$ cat src/hw/adsr_cfg.svh
// Constants for the serial command and readout block of the sensor ADC.
// Assumes inclusion by the package and the design files by bare name.
`ifndef ADSR_CFG_SVH
`define ADSR_CFG_SVH
`define ADSR_OP_RDATA 4'h1
`define ADSR_OP_REGISTER_READ_CMD 4'h2
`define ADSR_OP_REGISTER_WRITE_CMD 4'h4
`define ADSR_OP_RESET 7'h03
`define ADSR_OP_SYNC 7'h04
`define ADSR_OP_PDOWN 7'h01
`define ADSR_REG_CFG0 2'h0
`define ADSR_REG_CFG1 2'h1
`define ADSR_REG_CFG2 2'h2
`define ADSR_REG_CFG3 2'h3
`define ADSR_REG_RST 8'h00
`define ADSR_CFG3_MASK 8'hfe
`define ADSR_GAIN_HI 3
`define ADSR_GAIN_LO 1
`define ADSR_BYPASS_BIT 0
`define ADSR_RDYSEL_BIT 1
`define ADSR_GAIN_AMP_MIN 3'h3
`define ADSR_RESULT_BITS 24
`define ADSR_BYTE_BITS 8
`define ADSR_FLUSH_BITS 8
`endif

$ cat src/hw/adsr_pkg.sv
// Types shared by the serial readout block and its register store.
// Assumes adsr_cfg.svh is on the include path.
`include "adsr_cfg.svh"
package adsr_pkg;
  typedef enum logic [2:0] {
    ADSR_IDLE = 3'b000,
    ADSR_STREAM = 3'b001,
    ADSR_RDATA = 3'b010,
    ADSR_REGISTER_READ_CMD = 3'b011,
    ADSR_REGISTER_WRITE_CMD = 3'b100,
    ADSR_FLUSH = 3'b101
  } adsr_state_t;

  // Register write request from the command logic
  typedef struct packed {
    logic en;
    logic [1:0] addr;
    logic [7:0] data;
  } adsr_wr_t;

  // Analog-side controls derived from the registers
  typedef struct packed {
    logic [7:0] gain;
    logic amp_enable;
    logic ready_on_output_select;
  } adsr_ctl_t;
endpackage

$ cat src/hw/adsr_regs.sv
// Four 8-bit configuration registers with registered read data.
// Assumes writes arrive as single-cycle strobes from the serial logic.
`timescale 1ns/1ps
`include "adsr_cfg.svh"
module adsr_regs #(
  parameter int NREG = 4
) (
  input wire logic mclk,
  input wire logic sys_rst,
  input wire logic soft_rst,
  input adsr_pkg::adsr_wr_t wr,
  input wire logic [1:0] rd_addr,
  output logic [7:0] rd_data,
  output logic [8*NREG-1:0] all_regs
);
  initial begin
    if (NREG != 4) $error("adsr_regs supports exactly four registers");
  end

  logic [7:0] reg_ff [NREG];
  logic [7:0] nxt_reg [NREG];
  logic [7:0] rd_data_ff;
  logic [7:0] nxt_rd_data;

  // Per-register next value; reserved bit of register 3 is never stored
  genvar gi;
  generate
    for (gi = 0; gi < NREG; gi++) begin : g_reg
      always_comb begin
        nxt_reg[gi] = reg_ff[gi];
        if (soft_rst) begin
          nxt_reg[gi] = `ADSR_REG_RST;
        end else if (wr.en && wr.addr == 2'(gi)) begin
          nxt_reg[gi] = (2'(gi) == `ADSR_REG_CFG3) ? (wr.data & `ADSR_CFG3_MASK)
                                                    : wr.data;
        end
      end
      always_ff @(posedge mclk or posedge sys_rst) begin
        if (sys_rst) begin
          reg_ff[gi] <= `ADSR_REG_RST;
        end else begin
          reg_ff[gi] <= nxt_reg[gi];
        end
      end
      assign all_regs[8*gi +: 8] = reg_ff[gi];
    end
  endgenerate

  // Read data come out of a register, one cycle after the address
  always_comb begin
    nxt_rd_data = reg_ff[rd_addr];
  end
  always_ff @(posedge mclk or posedge sys_rst) begin
    if (sys_rst) begin
      rd_data_ff <= `ADSR_REG_RST;
    end else begin
      rd_data_ff <= nxt_rd_data;
    end
  end
  assign rd_data = rd_data_ff;
endmodule

$ cat src/hw/adsr_serial.sv
// Serial command decoder and result readout of a sensor ADC.
// Assumes cs_n, sclk and din are synchronous to mclk and sclk is slow.
`timescale 1ns/1ps
`include "adsr_cfg.svh"
module adsr_serial #(
  parameter int RES_BITS = `ADSR_RESULT_BITS
) (
  input wire logic mclk,
  input wire logic sys_rst,
  input wire logic cs_n,
  input wire logic sclk,
  input wire logic din,
  output logic dout_o,
  output logic dout_oe,
  output logic data_ready_n_pin,
  input wire logic conv_done,
  input wire logic [RES_BITS-1:0] conv_data,
  output logic filter_restart,
  output logic start_sync,
  output logic power_down,
  output adsr_pkg::adsr_ctl_t ctl,
  output logic [7:0] cfg1,
  output logic [7:0] cfg2,
  output logic [7:0] cfg3
);
  initial begin
    if (RES_BITS != `ADSR_RESULT_BITS) $error("result width must be 24");
  end

  adsr_pkg::adsr_state_t st_ff, nxt_st;
  logic sclk_ff, cs_n_ff;
  logic [RES_BITS-1:0] buf_ff, nxt_buf, shf_ff, nxt_shf;
  logic [7:0] cmd_ff, nxt_cmd;
  logic [4:0] bit_ff, nxt_bit;
  logic [2:0] cbit_ff, nxt_cbit;
  logic [1:0] addr_ff, nxt_addr, left_ff, nxt_left;
  logic new_ff, nxt_new, rdy_ff, nxt_rdy, dout_ff, nxt_dout;
  logic pd_ff, nxt_pd;
  logic [7:0] rbyte_ff, nxt_rbyte;
  logic [1:0] rd_addr;
  logic [7:0] rd_data;
  logic [31:0] all_regs;
  adsr_pkg::adsr_wr_t wr;
  logic soft_rst, rise, fall;
  logic [7:0] cmd_full;
  logic [2:0] gain_code;

  assign rise = sclk && !sclk_ff && !cs_n;
  assign fall = !sclk && sclk_ff && !cs_n;
  assign cmd_full = {cmd_ff[6:0], din};

  adsr_regs #(.NREG(4)) u_regs (
    .mclk(mclk),
    .sys_rst(sys_rst),
    .soft_rst(soft_rst),
    .wr(wr),
    .rd_addr(rd_addr),
    .rd_data(rd_data),
    .all_regs(all_regs)
  );

  // Edge detect; inputs are treated as already synchronous
  always_ff @(posedge mclk or posedge sys_rst) begin
    if (sys_rst) begin
      sclk_ff <= 1'b0;
      cs_n_ff <= 1'b1;
    end else begin
      sclk_ff <= sclk;
      cs_n_ff <= cs_n;
    end
  end

  // Command byte, result, register and ready control
  always_comb begin
    nxt_st = st_ff;
    nxt_buf = buf_ff;
    nxt_shf = shf_ff;
    nxt_cmd = cmd_ff;
    nxt_bit = bit_ff;
    nxt_cbit = cbit_ff;
    nxt_addr = addr_ff;
    nxt_left = left_ff;
    nxt_new = new_ff;
    nxt_rdy = rdy_ff;
    nxt_dout = dout_ff;
    nxt_pd = pd_ff;
    nxt_rbyte = rbyte_ff;
    wr = '0;
    soft_rst = 1'b0;
    filter_restart = 1'b0;
    start_sync = 1'b0;
    // Registered read port runs a cycle behind: aim it at the byte needed next
    rd_addr = (st_ff == adsr_pkg::ADSR_REGISTER_READ_CMD) ? addr_ff + 2'd1 : cmd_ff[2:1];
    // New result: buffer updates, ready flag and dedicated pin fall; a read in flight keeps its shifter
    if (conv_done) begin
      nxt_buf = conv_data;
      nxt_new = 1'b1;
      nxt_rdy = 1'b0;
    end
    if (cs_n) begin
      // Deselect resets framing; ready on dedicated pin is unaffected
      nxt_st = adsr_pkg::ADSR_IDLE;
      nxt_cbit = '0;
      nxt_bit = '0;
    end else if (!cs_n && cs_n_ff) begin
      // Chip select fall: ready level driven at once if register 3 selects it, else high; a fresh result streams
      nxt_dout = all_regs[8*3+`ADSR_RDYSEL_BIT] ? nxt_rdy : 1'b1;
      if (nxt_new) begin
        nxt_st = adsr_pkg::ADSR_STREAM;
        nxt_shf = nxt_buf;
        nxt_new = 1'b0;
      end
    end else if (rise) begin
      // Data change on rising edges, MSB first
      case (st_ff)
        adsr_pkg::ADSR_STREAM, adsr_pkg::ADSR_RDATA: begin
          nxt_dout = shf_ff[RES_BITS-1];
          nxt_shf = {shf_ff[RES_BITS-2:0], 1'b0};
          nxt_bit = bit_ff + 5'd1;
        end
        adsr_pkg::ADSR_REGISTER_READ_CMD: begin
          nxt_dout = rbyte_ff[7];
          nxt_rbyte = {rbyte_ff[6:0], 1'b0};
        end
        adsr_pkg::ADSR_FLUSH: begin
          nxt_dout = 1'b1;
        end
        adsr_pkg::ADSR_REGISTER_WRITE_CMD: begin
          // A write sent inside a stream read must not stall the result bits
          if (bit_ff != 5'd0 && bit_ff != 5'(`ADSR_RESULT_BITS)) begin
            nxt_dout = shf_ff[RES_BITS-1];
            nxt_shf = {shf_ff[RES_BITS-2:0], 1'b0};
            nxt_bit = bit_ff + 5'd1;
          end else begin
            nxt_dout = all_regs[8*3+`ADSR_RDYSEL_BIT] ? rdy_ff : 1'b1;
          end
        end
        default: begin
          nxt_dout = all_regs[8*3+`ADSR_RDYSEL_BIT] ? rdy_ff : 1'b1;
        end
      endcase
    end else if (fall) begin
      nxt_cmd = cmd_full;
      nxt_cbit = cbit_ff + 3'd1;
      case (st_ff)
        adsr_pkg::ADSR_RDATA: begin
          nxt_cbit = '0;
          if (bit_ff == 5'(`ADSR_RESULT_BITS)) begin
            nxt_st = adsr_pkg::ADSR_FLUSH;
            nxt_bit = '0;
            nxt_rdy = !nxt_new;
          end
        end
        adsr_pkg::ADSR_REGISTER_READ_CMD: begin
          if (cbit_ff == 3'd7) begin
            nxt_addr = addr_ff + 2'd1;
            rd_addr = addr_ff + 2'd1;
            nxt_rbyte = rd_data;
            if (left_ff == 2'd0) begin
              nxt_st = adsr_pkg::ADSR_IDLE;
            end else begin
              nxt_left = left_ff - 2'd1;
            end
          end
        end
        adsr_pkg::ADSR_REGISTER_WRITE_CMD: begin
          if (cbit_ff == 3'd7) begin
            wr.en = 1'b1;
            wr.addr = addr_ff;
            wr.data = cmd_full;
            nxt_addr = addr_ff + 2'd1;
            if (left_ff == 2'd0) begin
              filter_restart = 1'b1;
              // Result fully shifted under the write: go on to the flush clocks
              if (bit_ff == 5'(`ADSR_RESULT_BITS)) begin
                nxt_st = adsr_pkg::ADSR_FLUSH;
                nxt_bit = '0;
                nxt_rdy = !nxt_new;
              end else if (bit_ff != 5'd0) begin
                nxt_st = adsr_pkg::ADSR_STREAM;
              end else begin
                nxt_st = adsr_pkg::ADSR_IDLE;
              end
            end else begin
              nxt_left = left_ff - 2'd1;
            end
          end
        end
        default: begin
          // Commands taken on 8-bit boundaries; all-zero input is no command
          if (st_ff == adsr_pkg::ADSR_STREAM && bit_ff == 5'(`ADSR_RESULT_BITS)) begin
            nxt_st = adsr_pkg::ADSR_FLUSH;
            nxt_bit = '0;
            nxt_rdy = !nxt_new; // A result landing mid-read keeps ready low
          end
          if (cbit_ff == 3'd7) begin
            nxt_cbit = '0;
            // A command in the last result byte leaves that read intact
            if (cmd_full[7:4] == `ADSR_OP_RDATA) begin
              nxt_st = adsr_pkg::ADSR_RDATA;
              nxt_shf = nxt_buf;
              nxt_bit = '0;
              nxt_new = 1'b0;
            end else if (cmd_full[7:4] == `ADSR_OP_REGISTER_READ_CMD) begin
              nxt_st = adsr_pkg::ADSR_REGISTER_READ_CMD;
              nxt_bit = '0;
              nxt_addr = cmd_full[3:2];
              nxt_left = cmd_full[1:0];
              rd_addr = cmd_full[3:2];
              nxt_rbyte = rd_data;
            end else if (cmd_full[7:4] == `ADSR_OP_REGISTER_WRITE_CMD) begin
              nxt_st = adsr_pkg::ADSR_REGISTER_WRITE_CMD;
              nxt_addr = cmd_full[3:2];
              nxt_left = cmd_full[1:0];
            end else if (cmd_full[7:1] == `ADSR_OP_RESET) begin
              soft_rst = 1'b1;
              nxt_pd = 1'b0;
            end else if (cmd_full[7:1] == `ADSR_OP_SYNC) begin
              start_sync = 1'b1;
              nxt_pd = 1'b0;
            end else if (cmd_full[7:1] == `ADSR_OP_PDOWN) begin
              nxt_pd = 1'b1;
            end
          end
          if (st_ff == adsr_pkg::ADSR_FLUSH && cbit_ff == 3'd7) begin
            if (nxt_st == adsr_pkg::ADSR_FLUSH) begin
              nxt_st = adsr_pkg::ADSR_IDLE;
            end
          end
        end
      endcase
    end
  end

  // Registered state for the serial logic
  always_ff @(posedge mclk or posedge sys_rst) begin
    if (sys_rst) begin
      st_ff <= adsr_pkg::ADSR_IDLE;
      buf_ff <= '0;
      shf_ff <= '0;
      cmd_ff <= `ADSR_REG_RST;
      bit_ff <= '0;
      cbit_ff <= '0;
      addr_ff <= '0;
      left_ff <= '0;
      new_ff <= 1'b0;
      rdy_ff <= 1'b1;
      dout_ff <= 1'b1;
      pd_ff <= 1'b0;
      rbyte_ff <= `ADSR_REG_RST;
    end else begin
      st_ff <= nxt_st;
      buf_ff <= nxt_buf;
      shf_ff <= nxt_shf;
      cmd_ff <= nxt_cmd;
      bit_ff <= nxt_bit;
      cbit_ff <= nxt_cbit;
      addr_ff <= nxt_addr;
      left_ff <= nxt_left;
      new_ff <= nxt_new;
      rdy_ff <= nxt_rdy;
      dout_ff <= nxt_dout;
      pd_ff <= nxt_pd;
      rbyte_ff <= nxt_rbyte;
    end
  end

  // Pins: output released when deselected, ready pin always driven
  assign dout_o = dout_ff;
  assign dout_oe = !cs_n;
  assign data_ready_n_pin = rdy_ff;
  assign power_down = pd_ff;

  // Gain is two to the code; bypass honoured only below gain 8
  assign gain_code = all_regs[`ADSR_GAIN_HI:`ADSR_GAIN_LO];
  assign ctl.gain = 8'h01 << gain_code;
  assign ctl.amp_enable = !all_regs[`ADSR_BYPASS_BIT]
                          || (gain_code >= `ADSR_GAIN_AMP_MIN);
  assign ctl.ready_on_output_select = all_regs[8*3+`ADSR_RDYSEL_BIT];
  assign cfg1 = all_regs[15:8];
  assign cfg2 = all_regs[23:16];
  assign cfg3 = all_regs[31:24];
endmodule

$ cat config.mk
export PLATFORM = sky130hd
export DESIGN_NAME = adsr_serial
export DESIGN_NICKNAME = d
export VERILOG_FILES = /design/src/hw/adsr_pkg.sv /design/src/hw/adsr_regs.sv /design/src/hw/adsr_serial.sv
export VERILOG_INCLUDE_DIRS = /design/src /design/src/hw
export SDC_FILE = /design/constraint.sdc
export NUM_CORES = 1
export LEC_CHECK = 0
export BUFFER_PORTS_ARGS = -buffer_cell sky130_fd_sc_hd__clkbuf_2
export CAP_MARGIN = 20
export CORE_MARGIN = 2
export CORE_UTILIZATION = 53
export CTS_BUF_LIST = sky130_fd_sc_hd__clkbuf_16
export CTS_CLUSTER_DIAMETER = 40
export DETAILED_ROUTE_END_ITERATION = 10
export PLACE_DENSITY = 0.73
export SYNTH_ARGS = -nofsm -noshare
export SYNTH_HDL_FRONTEND = slang
export SYNTH_SLANG_ARGS = --single-unit
$ cat constraint.sdc
create_clock -name mclk -period 3.4 [get_ports mclk]
set_clock_uncertainty 0.05 [all_clocks]
set_input_delay 0 -clock mclk [delete_from_list [all_inputs] [get_ports mclk]]
set_output_delay 0 -clock mclk [all_outputs]
set_load 0.05 [all_outputs]
==> qor.txt, run 1 <==
Clk pwr share: 41.5%
Internal power: 3.017 mW
Critical Path Start Type: flip-flop
Most common cell after layout, fill and taps aside: dfrtp_1
Post-synth EDFFs: 0
Syn. warnings: 0
Die X-Extent: 114.6 um
Setup WS post-layout: 0.7342 ns
1st-iter DRT viols: 571
RSZ-0062 raised after global routing: no
Post-synthesis cell area: 6485 um2
Final Hold Viols: 0
Core Rows: 40
Ranking of synthesized cells by area: dfrtp_1, mux2i_1, mux2_2
Share of layout cells above drive strength 1: 22.25%
Drt wl/cell: 17.05 um
# H-tree levels: 4
Reg2Reg Depth: 6
Worst-Margin Slew: 0.8225 ns
Root Driver: clkbuf_16
VDD IR max: 0.0003205 V
DRC: 0
NumNets Final: 732
Status: complete, no violations
Critical Path RT: 3.68 ns
Routed WL: 14610 um
Worst R2R End: shf_ff[4]$_DFFE_PP0P_
Synth Register Bits: 123
Post-synthesis sequential area ratio: 47.52%
R2R Path Start: st_ff[0]$_DFFE_PP0P_
DPL Wire Length: 9534 um
Core area: 11960 um2
Top cell type by total area after synthesis: dfrtp_1
Pwr Total: 4.241 mW
Reg-to-reg slack, setup: 0.73 ns
Post-CTS Hold Fix Bufs: 28
GPL Wtd Cong: 0.9619
Mapped Cells: 643
Placed cells: 797
Pwr dens: 564.2 nW/um2
I/O pins: 70
Sw Ratio: 28.88%
CTS Buffer Depth: 2
Antenna diodes: 0
Critical Path Sink Type: flip-flop
Top_reg_cell synth: dfrtp_1
Non-filler cells, final: 857
Remaining global-route overflow: 0
Area grow syn2layout: 15.92%
Sequential share of power: 43.9%
Cts bufs inserted: 17
P_sw: 1.225 mW
Pre-CTS setup slack: 0.7866 ns
Antenna Violating Nets Remaining: 0
Leak: 3.351 nW
Fin crit period: 2.666 ns
Most frequent cells in the layout: dfrtp_1, nand2_1, clkbuf_2, mux2i_1, nor2_1
Final setup fails: 0
Synth Net Count: 678
Setup_tns: 0 ns
CTS sink count: 123
Avg Vias per Cell: 5.770
Die height: 114.6 um
Number of port buffers: 68
Largest net degree at the start of global routing: 67
# resized after CTS: 0
Crit path kind: reg -> reg
CTS clk-pin slew, worst paths: 0.06 ns
Slew margin rel.: 44.74%
Worst EP arrival: 2.95 ns
Comb pwr share: 14.6%
Via count: 4945
CTS tree: done
Yosys cell types: 66
Initial antenna violation count: 0
GRT Total Usage: 23.88%
Die ar.: 13140 um2
Max Transition Viols Final: 0
Initial core utilization: 54.22%
Post CTS Setup Buffer Count: 0
Top-area cell type share of the netlist area: 46.31%
First drt pass iteration count: 5
Max Cap Viol: 0
Fmax: 0.3751 GHz
Core Util, Final: 62.85%
Period utilization: 78.41%
Critical-path maximum fanout: 24
Class of the worst hold path: in -> async
Ys async rst share: 100.0%
Clk Latency, worst-skew pair: 0.43 ns
First-pass GRT wire length: 24380 um
Vias in the first global route: 4856
Synthesized area per cell: 10.09 um2
per-layer routing:
layer | routed length (um) | up-vias | track usage, %
li1 | - | 2311 | -
met1 | 6441 | 2412 | 32.06
met2 | 7054 | 188 | 38.46
met3 | 895 | 34 | 5.823
met4 | 222 | 0 | 7.398
met5 | 0 | - | 0
cell families after synthesis:
| family | after synthesis | synth area share [%] |
|---|---|---|
| AO/OA/AOI/OAI | 104 | 9.975 |
| buffers and inverters | 105 | 8.547 |
| flip-flops | 123 | 47.52 |
| AND/OR/NAND/NOR | 206 | 15.88 |
| XOR/XNOR | 7 | 0.9454 |
| other | 1 | 0.05783 |
| multiplexers | 92 | 16.11 |
| adder cells (fa/ha/maj) | 5 | 0.9647 |
power groups by stage:
stage	logic [mW]	registers (mW)	clock network [mW]
finish	0.619	1.86	1.76
global route	0.694	1.89	1.85
CTS	0.622	1.86	1.79
detailed placement	0.593	1.88	0
global placement	0.565	1.87	0
floorplan	0.556	1.75	0
synth_stat cells, types with 4 or more instances:
cell type,count
nor3_1,10
clkbuf_1,30
nand4_1,4
inv_1,38
and2_1,5
buf_2,6
dfrtp_1,120
mux2i_1,56
o21ai_0,36
mux4_2,7
nor2b_1,5
mux2_2,29
a31oi_1,11
o22ai_1,4
xnor2_1,4
nor3b_1,5
nand3_1,13
nand2b_1,11
nor2_1,44
buf_4,26
nand2_1,83
a21oi_1,24
ha_1,5
metrics by stage:
step                      hold WS [ns]  instance area (um2)
after floorplan               -0.04552                 6485
after global placement          0.1054                 6658
after detailed placement        0.1194                 6658
after CTS                       0.2325                 7517
after global routing            0.2709                 7517
final                           0.1962                 7517
registers in the layout, indices dropped and copies added (netlist names), 2 cells and up:
name / cells
u_regs.all_regs: 31
buf_ff: 24
shf_ff: 24
rbyte_ff: 8
u_regs.rd_data: 8
cmd_ff: 7
bit_ff: 5
cbit_ff: 3
st_ff: 3
addr_ff: 2
left_ff: 2
worst max-delay path by stage:
| stage | startpoint | to |
|---|---|---|
| 4_1_cts | st_ff[0]$_DFFE_PP0P_ | u_regs.rd_data[4]$_DFF_PP0_ |
| 2_1_floorplan | sys_rst | addr_ff[0]$_DFFE_PP0P_ |
| 6_report | st_ff[0]$_DFFE_PP0P_ | shf_ff[4]$_DFFE_PP0P_ |
| 5_1_grt | cs_n | u_regs.all_regs[18]$_DFFE_PP0P_ |
| 3_5_place_dp | st_ff[0]$_DFFE_PP0P_ | u_regs.rd_data[2]$_DFF_PP0_ |
| 3_3_place_gp | st_ff[0]$_DFFE_PP0P_ | u_regs.all_regs[8]$_DFFE_PP0P_ |
critical path: stages (launching register included):
cell and delay [ns]:
dfrtp_1 0.80, or3b_1 0.43, and3_4 0.31, a31o_1 0.20, o211a_1 0.15, buf_4 0.37, mux2i_1 0.26
area by class of cell:
type | count | area [um2]
fillers | 940 | 4444
flip-flops and latches | 123 | 3082
inverters | 38 | 145.1
repair buffers | 102 | 678.2
clock inverters | 15 | 153.9
well taps | 147 | 183.9
multi-input cells | 415 | 2849
clock buffers | 17 | 425.4
Note: power is estimated with default switching activity, not from simulation.
==> run 2, diff against run 1 <==
--- a/config.mk
+++ b/config.mk
@@ -9,11 +9,11 @@
 export BUFFER_PORTS_ARGS = -buffer_cell sky130_fd_sc_hd__clkbuf_2
 export CAP_MARGIN = 20
 export CORE_MARGIN = 2
-export CORE_UTILIZATION = 53
+export CORE_UTILIZATION = 59
 export CTS_BUF_LIST = sky130_fd_sc_hd__clkbuf_16
 export CTS_CLUSTER_DIAMETER = 40
 export DETAILED_ROUTE_END_ITERATION = 10
-export PLACE_DENSITY = 0.73
+export PLACE_DENSITY = 0.77
 export SYNTH_ARGS = -nofsm -noshare
 export SYNTH_HDL_FRONTEND = slang
 export SYNTH_SLANG_ARGS = --single-unit
==> constraint.sdc (replaced) <==
create_clock -name mclk -period 2.66 [get_ports mclk]
set_clock_uncertainty 0.05 [all_clocks]
set_input_delay 0 -clock mclk [delete_from_list [all_inputs] [get_ports mclk]]
set_output_delay 0 -clock mclk [all_outputs]
set_load 0.05 [all_outputs]
==> run 2 against run 1 <==
Against the previous run: setup slack lost 0.54 ns; count of clock-buffer cells in the layout is the same; highest routed layer unchanged; largest power group is now the clock network; first-iteration DRC count fell by 44%; final cell count rose by 0.70%; largest cell class unchanged; die area down 9.8%.
==> qor.txt, run 2 (synthesized netlist as in run 1, its figures left out) <==
Status: complete, no violations
Initial antenna violation count: 0
VDD IR max: 0.0003990 V
Final Hold Viols: 0
Die ar.: 11850 um2
Critical-path maximum fanout: 10
Clk pwr share: 43.2%
Non-filler cells, final: 863
Class of the worst hold path: in -> reg
Placed cells: 803
Worst-Margin Slew: 0.6632 ns
M3 GR Usage: 5.140%
GPL Wtd Cong: 0.9179
Remaining global-route overflow: 0
Antenna Violating Nets Remaining: 0
CTS clk-pin slew, worst paths: 0.06 ns
CP dominant cell by count: ha_1
RSZ-0062 raised after global routing: no
Buf+Inv Stages, Crit Path: 2
Slew margin rel.: 55.79%
Die height: 108.8 um
I/O pins: 70
Initial core utilization: 60.09%
Met1 usage: 34.05%
Via count: 4905
Max Cap Viol: 0
Critical Path Sink Type: output port
P_sw: 1.562 mW
Max Transition Viols Final: 0
Most common cell after layout, fill and taps aside: dfrtp_1
GRT met2 Usage: 45.98%
Crit-path max cell delay: 0.38 ns
Fmax: 0.4062 GHz
NumNets Final: 745
Grt peak-use layer: met2
# H-tree levels: 4
Critical Path Start Type: flip-flop
DRC: 0
# resized after CTS: 0
Number of port buffers: 68
Core Rows: 38
Root Driver: clkbuf_16
Core area: 10790 um2
Critical Path RT: 2.61 ns
Final setup fails: 0
Cts bufs inserted: 17
Critical path cell sequence: ha_1, ha_1, inv_1, nor3_2, nand4_1, nor2_1, clkbuf_2
Most frequent cells in the layout: dfrtp_1, nand2_1, clkbuf_2, mux2i_1, nor2_1
CTS tree: done
GRT Total Usage: 26.91%
Share of layout cells above drive strength 1: 23.51%
CTS Buffer Depth: 2
Leak: 3.436 nW
Sequential share of power: 42.2%
Vias in the first global route: 5019
Routed WL: 14810 um
Cell family with most CP delay: simple AND/OR/NAND/NOR gates
Max reg flops: 31
First-pass GRT wire length: 24410 um
Fin crit period: 2.462 ns
Avg Vias per Cell: 5.684
Antenna diodes: 0
CTS sink count: 123
Area grow syn2layout: 18.16%
1st-iter DRT viols: 321
Sw Ratio: 27.76%
Crit path kind: reg -> out
Largest net degree at the start of global routing: 124
DPL Wire Length: 9708 um
Clk Latency, worst-skew pair: 0.42 ns
Comb pwr share: 14.6%
Die X-Extent: 108.8 um
Internal power: 4.063 mW
Pwr dens: 734.0 nW/um2
Period utilization: 92.56%
CP max stage cell: dfrtp_1
Setup_tns: 0 ns
Drt wl/cell: 17.16 um
Worst EP arrival: 2.41 ns
First drt pass iteration count: 5
==> run 2: power groups by stage <==
stage          combinational [mW]  sequential, mW  clock [mW]
3_5_place_dp                0.780            2.40           0
6_report                    0.821            2.37        2.43
3_3_place_gp                0.749            2.38           0
5_1_grt                     0.919            2.41        2.55
4_1_cts                     0.826            2.37        2.46
2_1_floorplan               0.711            2.24           0
==> run 2: final timing paths <==
check,from,to,slack (ns),cells after the start
setup / recovery,cbit_ff[0]$_DFFE_PP0P_,start_sync,0.20,7
hold / removal,conv_done,buf_ff[15]$_DFF_PP0_,0.06,2
setup reg to reg,st_ff[0]$_DFFE_PP0P_,bit_ff[0]$_DFFE_PP0P_,0.27,5
hold reg to reg,u_regs.rd_data[0]$_DFF_PP0_,rbyte_ff[0]$_DFFE_PP0P_,0.42,2
max in group asynchronous,sys_rst,st_ff[1]$_DFFE_PP0P_,1.80,4
min in group asynchronous,sys_rst,bit_ff[0]$_DFFE_PP0P_,0.24,4
==> run 2: repair_timing <==
action | CTS | global route
endpoints found under the hold margin | 161 | 0
hold buffers | 28 | 0
setup buffers | 0 | 0
==> run 2: metrics by stage <==
step	power, mW	cell area (um2)	setup slack [ns]	util, %	hold WS (ns)
floorplan	2.951	6489	0.4561	-	-0.04552
global placement	3.130	6760	0.4036	62.64	0.1556
detailed placement	3.176	6760	0.3144	62.64	0.1578
CTS	5.652	7662	0.1746	70.99	0.04364
global route	5.876	7662	0.003330	70.99	0.05865
finish	5.624	7662	0.1979	70.99	0.06305
==> run 2: layout make-up <==
class,instances,area [um2]
Timing Repair Buffer,115,788.3
Sequential cell,123,3082
Inverter,38,146.4
Clock inverter,15,196.4
Tap cell,140,175.2
Multi-Input combinational cell,415,2849
Fill cell,806,3131
Clock buffer,17,425.4
==> run 2: routing by layer <==
metal | routed length [um] | vias up
met3 | 648 | 24
met5 | 0 | -
met1 | 6460 | 2413
li1 | - | 2328
met2 | 7408 | 140
met4 | 288 | 0
==> run 2: worst register-to-register path, cell delays in order (launching register included) <==
cell and delay (ns):
dfrtp_1 0.54, nor3b_2 0.45, o21ai_1 0.18, a31oi_1 0.45, nand3_1 0.28, mux2_2 0.32
==> run 3, diff against run 2 <==
--- a/config.mk
+++ b/config.mk
@@ -6,13 +6,14 @@
 export SDC_FILE = /design/constraint.sdc
 export NUM_CORES = 1
 export LEC_CHECK = 0
-export BUFFER_PORTS_ARGS = -buffer_cell sky130_fd_sc_hd__clkbuf_2
+export ABC_AREA = 1
 export CAP_MARGIN = 20
 export CORE_MARGIN = 2
-export CORE_UTILIZATION = 59
+export CORE_UTILIZATION = 64
 export CTS_BUF_LIST = sky130_fd_sc_hd__clkbuf_16
 export CTS_CLUSTER_DIAMETER = 40
 export DETAILED_ROUTE_END_ITERATION = 10
+export DONT_BUFFER_PORTS = 1
 export PLACE_DENSITY = 0.77
 export SYNTH_ARGS = -nofsm -noshare
 export SYNTH_HDL_FRONTEND = slang
==> run 3 against run 2 <==
Against the previous run: count of clock-buffer cells in the layout unchanged; combinational power down 25%; power down 14%; critical endpoint is now filter_restart; largest power group is now registers.
==> qor.txt, run 3 <==
P_sw: 1.309 mW
Synth Area in Compound Gates: 12.66%
Crit path kind: reg -> out
Post-synthesis cell area: 6347 um2
Final Hold Viols: 0
Post-synth EDFFs: 0
Area grow syn2layout: 12.36%
Fillers: 764
Critical Path Start Type: flip-flop
Setup_tns: 0 ns
VDD IR max: 0.0006265 V
Slew margin rel.: 32.29%
DRC: 0
Mapped Cells: 829
Drt wl/cell: 15.63 um
Post-synthesis mux area share: 0.1577%
First-pass GRT wire length: 25940 um
Largest net degree at the start of global routing: 78
Cts bufs inserted: 17
Die X-Extent: 103.6 um
Worst EP arrival: 2.37 ns
GPL Wtd Cong: 0.9519
Pwr Total: 4.832 mW
Ranking of synthesized cells by area: dfrtp_1, nand2_1, o21ai_0
Most frequent cell after synthesis: nand2_1
Multi-input gate area: 2609 um2
CP max stage cell: dfrtp_1
CTS sink count: 123
Most common library cells after synthesis: nand2_1, dfrtp_1, o21ai_0, nand3_1, nor2_1
CTS tree: done
Critical Path Sink Type: output port
Synth Register Bits: 123
Post-DP Area: 6309 um2
Top_reg_cell synth: dfrtp_1
Max reg flops: 31
Initial antenna violation count: 0
Max Transition Viols Final: 0
Die ar.: 10730 um2
Worst-Margin Slew: 1.012 ns
Crit-path max cell delay: 0.38 ns
Antenna diodes: 0
Fin crit period: 2.417 ns
Critical-path maximum fanout: 9
# H-tree levels: 4
Most common cell after layout, fill and taps aside: nand2_1
Cell family with most CP delay: simple AND/OR/NAND/NOR gates
Antenna Violating Nets Remaining: 0
Yosys cell types: 34
GRT Total Usage: 30.43%
Root Driver: clkbuf_16
Final instance area: 7132 um2
Top cell type by total area after synthesis: dfrtp_1
Initial core utilization: 65.54%
Routed WL: 15410 um
NumNets Final: 877
Largest family of logic cells by synthesized area: simple AND/OR/NAND/NOR gates
Register area: 3082 um2
Fraction of the mapped netlist area in adder cells: 0.9856%
CTS Buffer Depth: 2
Sw Ratio: 27.09%
Placed cells: 925
Max Cap Viol: 0
Clk Latency, worst-skew pair: 0.42 ns
Comb pwr share: 12.7%
Critical Path RT: 2.61 ns
Syn. warnings: 0
RSZ-0062 raised after global routing: no
Non-filler cells, final: 986
Top-area cell type share of the netlist area: 47.31%
Synth Net Count: 864
Die height: 103.6 um
Post CTS Setup Buffer Count: 0
Synthesized area per cell: 7.657 um2
Period utilization: 90.86%
Final setup fails: 0
Vias in the first global route: 5305
Post-synthesis sequential area ratio: 48.55%
Number of port buffers: 0
CTS clk-pin slew, worst paths: 0.05 ns
Core area: 9684 um2
Fmax: 0.4138 GHz
Sequential share of power: 45.2%
Core Rows: 36
Most frequent cells in the layout: nand2_1, dfrtp_1, o21ai_0, nand3_1
Critical path cell sequence: ha_1, ha_1, nand3_2, nor2_2, inv_2, nor2_1, buf_4
Buf+Inv Stages, Crit Path: 2
Ys async rst share: 100.0%
Clk pwr share: 42.1%
Class of the worst hold path: in -> reg
1st-iter DRT viols: 478
CP dominant cell by count: ha_1
I/O pins: 70
First drt pass iteration count: 6
Pwr dens: 677.5 nW/um2
Status: complete, no violations
Synth Area in Simple Gates: 27.16%
Via count: 5543
Internal power: 3.523 mW
DPL Wire Length: 10270 um
Remaining global-route overflow: 0
Leak: 3.746 nW
Share of layout cells above drive strength 1: 8.206%
Xor/xnor share of the synthesized area: 0%
Avg Vias per Cell: 5.622
## run 3: cell types whose count changed in the layout (fill, tap and decap cells not counted), moves of 15 or more
cell,delta
o21ai_1,+15
nand2_1,+152
o21ai_0,+67
mux2i_1,-55
mux2_2,-29
nand3_1,+61
inv_1,+36
nor2_1,+29
clkbuf_2,-68
## run 3: worst min-delay path, cell delays in order
cell	delay, ns
nor2_1	0.09
nand3_1	0.08
buf_4	0.24
nand3_1	0.10
nand2_1	0.05
## run 3: kinds of logic after synthesis
kind of cell / count (synthesis)
multiplexers: 1
other: 1
AND/OR/NAND/NOR: 412
adder cells (fa/ha/maj): 5
flip-flops: 123
buffers and inverters: 134
AO/OA/AOI/OAI: 153
## run 3: final timing paths
| path | start | end | slack, ns | cells past startpoint |
|---|---|---|---|---|
| worst max-delay path | cbit_ff[0]$_DFFE_PP0P_ | filter_restart | 0.24 | 7 |
| worst min-delay path | cs_n | u_regs.all_regs[31]$_DFFE_PP0P_ | 0.14 | 5 |
| worst max register to register | cbit_ff[0]$_DFFE_PP0P_ | u_regs.all_regs[15]$_DFFE_PP0P_ | 0.32 | 7 |
| worst min register to register | buf_ff[1]$_DFF_PP0_ | buf_ff[1]$_DFF_PP0_ | 0.42 | 2 |
| max in group asynchronous | sys_rst | shf_ff[3]$_DFFE_PP0P_ | 1.61 | 3 |
| min in group asynchronous | sys_rst | shf_ff[7]$_DFFE_PP0P_ | 0.16 | 3 |
## run 3: cell type report
type	count	share of cell area (%)
timing repair buffer	50	6.491
clock inverter	13	1.263
inverter	78	4.158
clock buffer	17	5.965
multi-input combinational	572	36.58
sequential	123	43.21
tap	133	2.333
## run 3: power by group through the flow
stage | sequential [mW] | clock [mW] | combinational (mW)
after global routing | 2.20 | 2.16 | 0.699
after floorplan | 2.17 | 0 | 0.443
after detailed placement | 2.21 | 0 | 0.555
after CTS | 2.18 | 2.06 | 0.606
after global placement | 2.20 | 0 | 0.536
final | 2.18 | 2.04 | 0.614
## run 3: stage by stage
| step | setup slack, ns | util [%] | hold WS, ns |
|---|---|---|---|
| floorplan | 0.4850 | - | -0.04552 |
| CTS | 0.2703 | 73.57 | 0.1090 |
| detailed placement | 0.3896 | 65.14 | -0.2205 |
| finish | 0.2432 | 73.64 | 0.1384 |
| global route | 0.07601 | 73.64 | 0.1426 |
| global placement | 0.5085 | 65.14 | -0.2241 |
## run 3: timing repair
action	4_1_cts	5_1_grt
hold buffers	30	0
hold endpoints to repair	185	0
resized for setup	0	0
## run 3: per-layer routing
metal	up-vias	wire length, um	global-route usage, %
met4	0	272	10.52
met2	226	7354	47.68
met3	24	1255	9.125
met5	-	0	0
li1	2692	-	-
met1	2601	6528	40.78
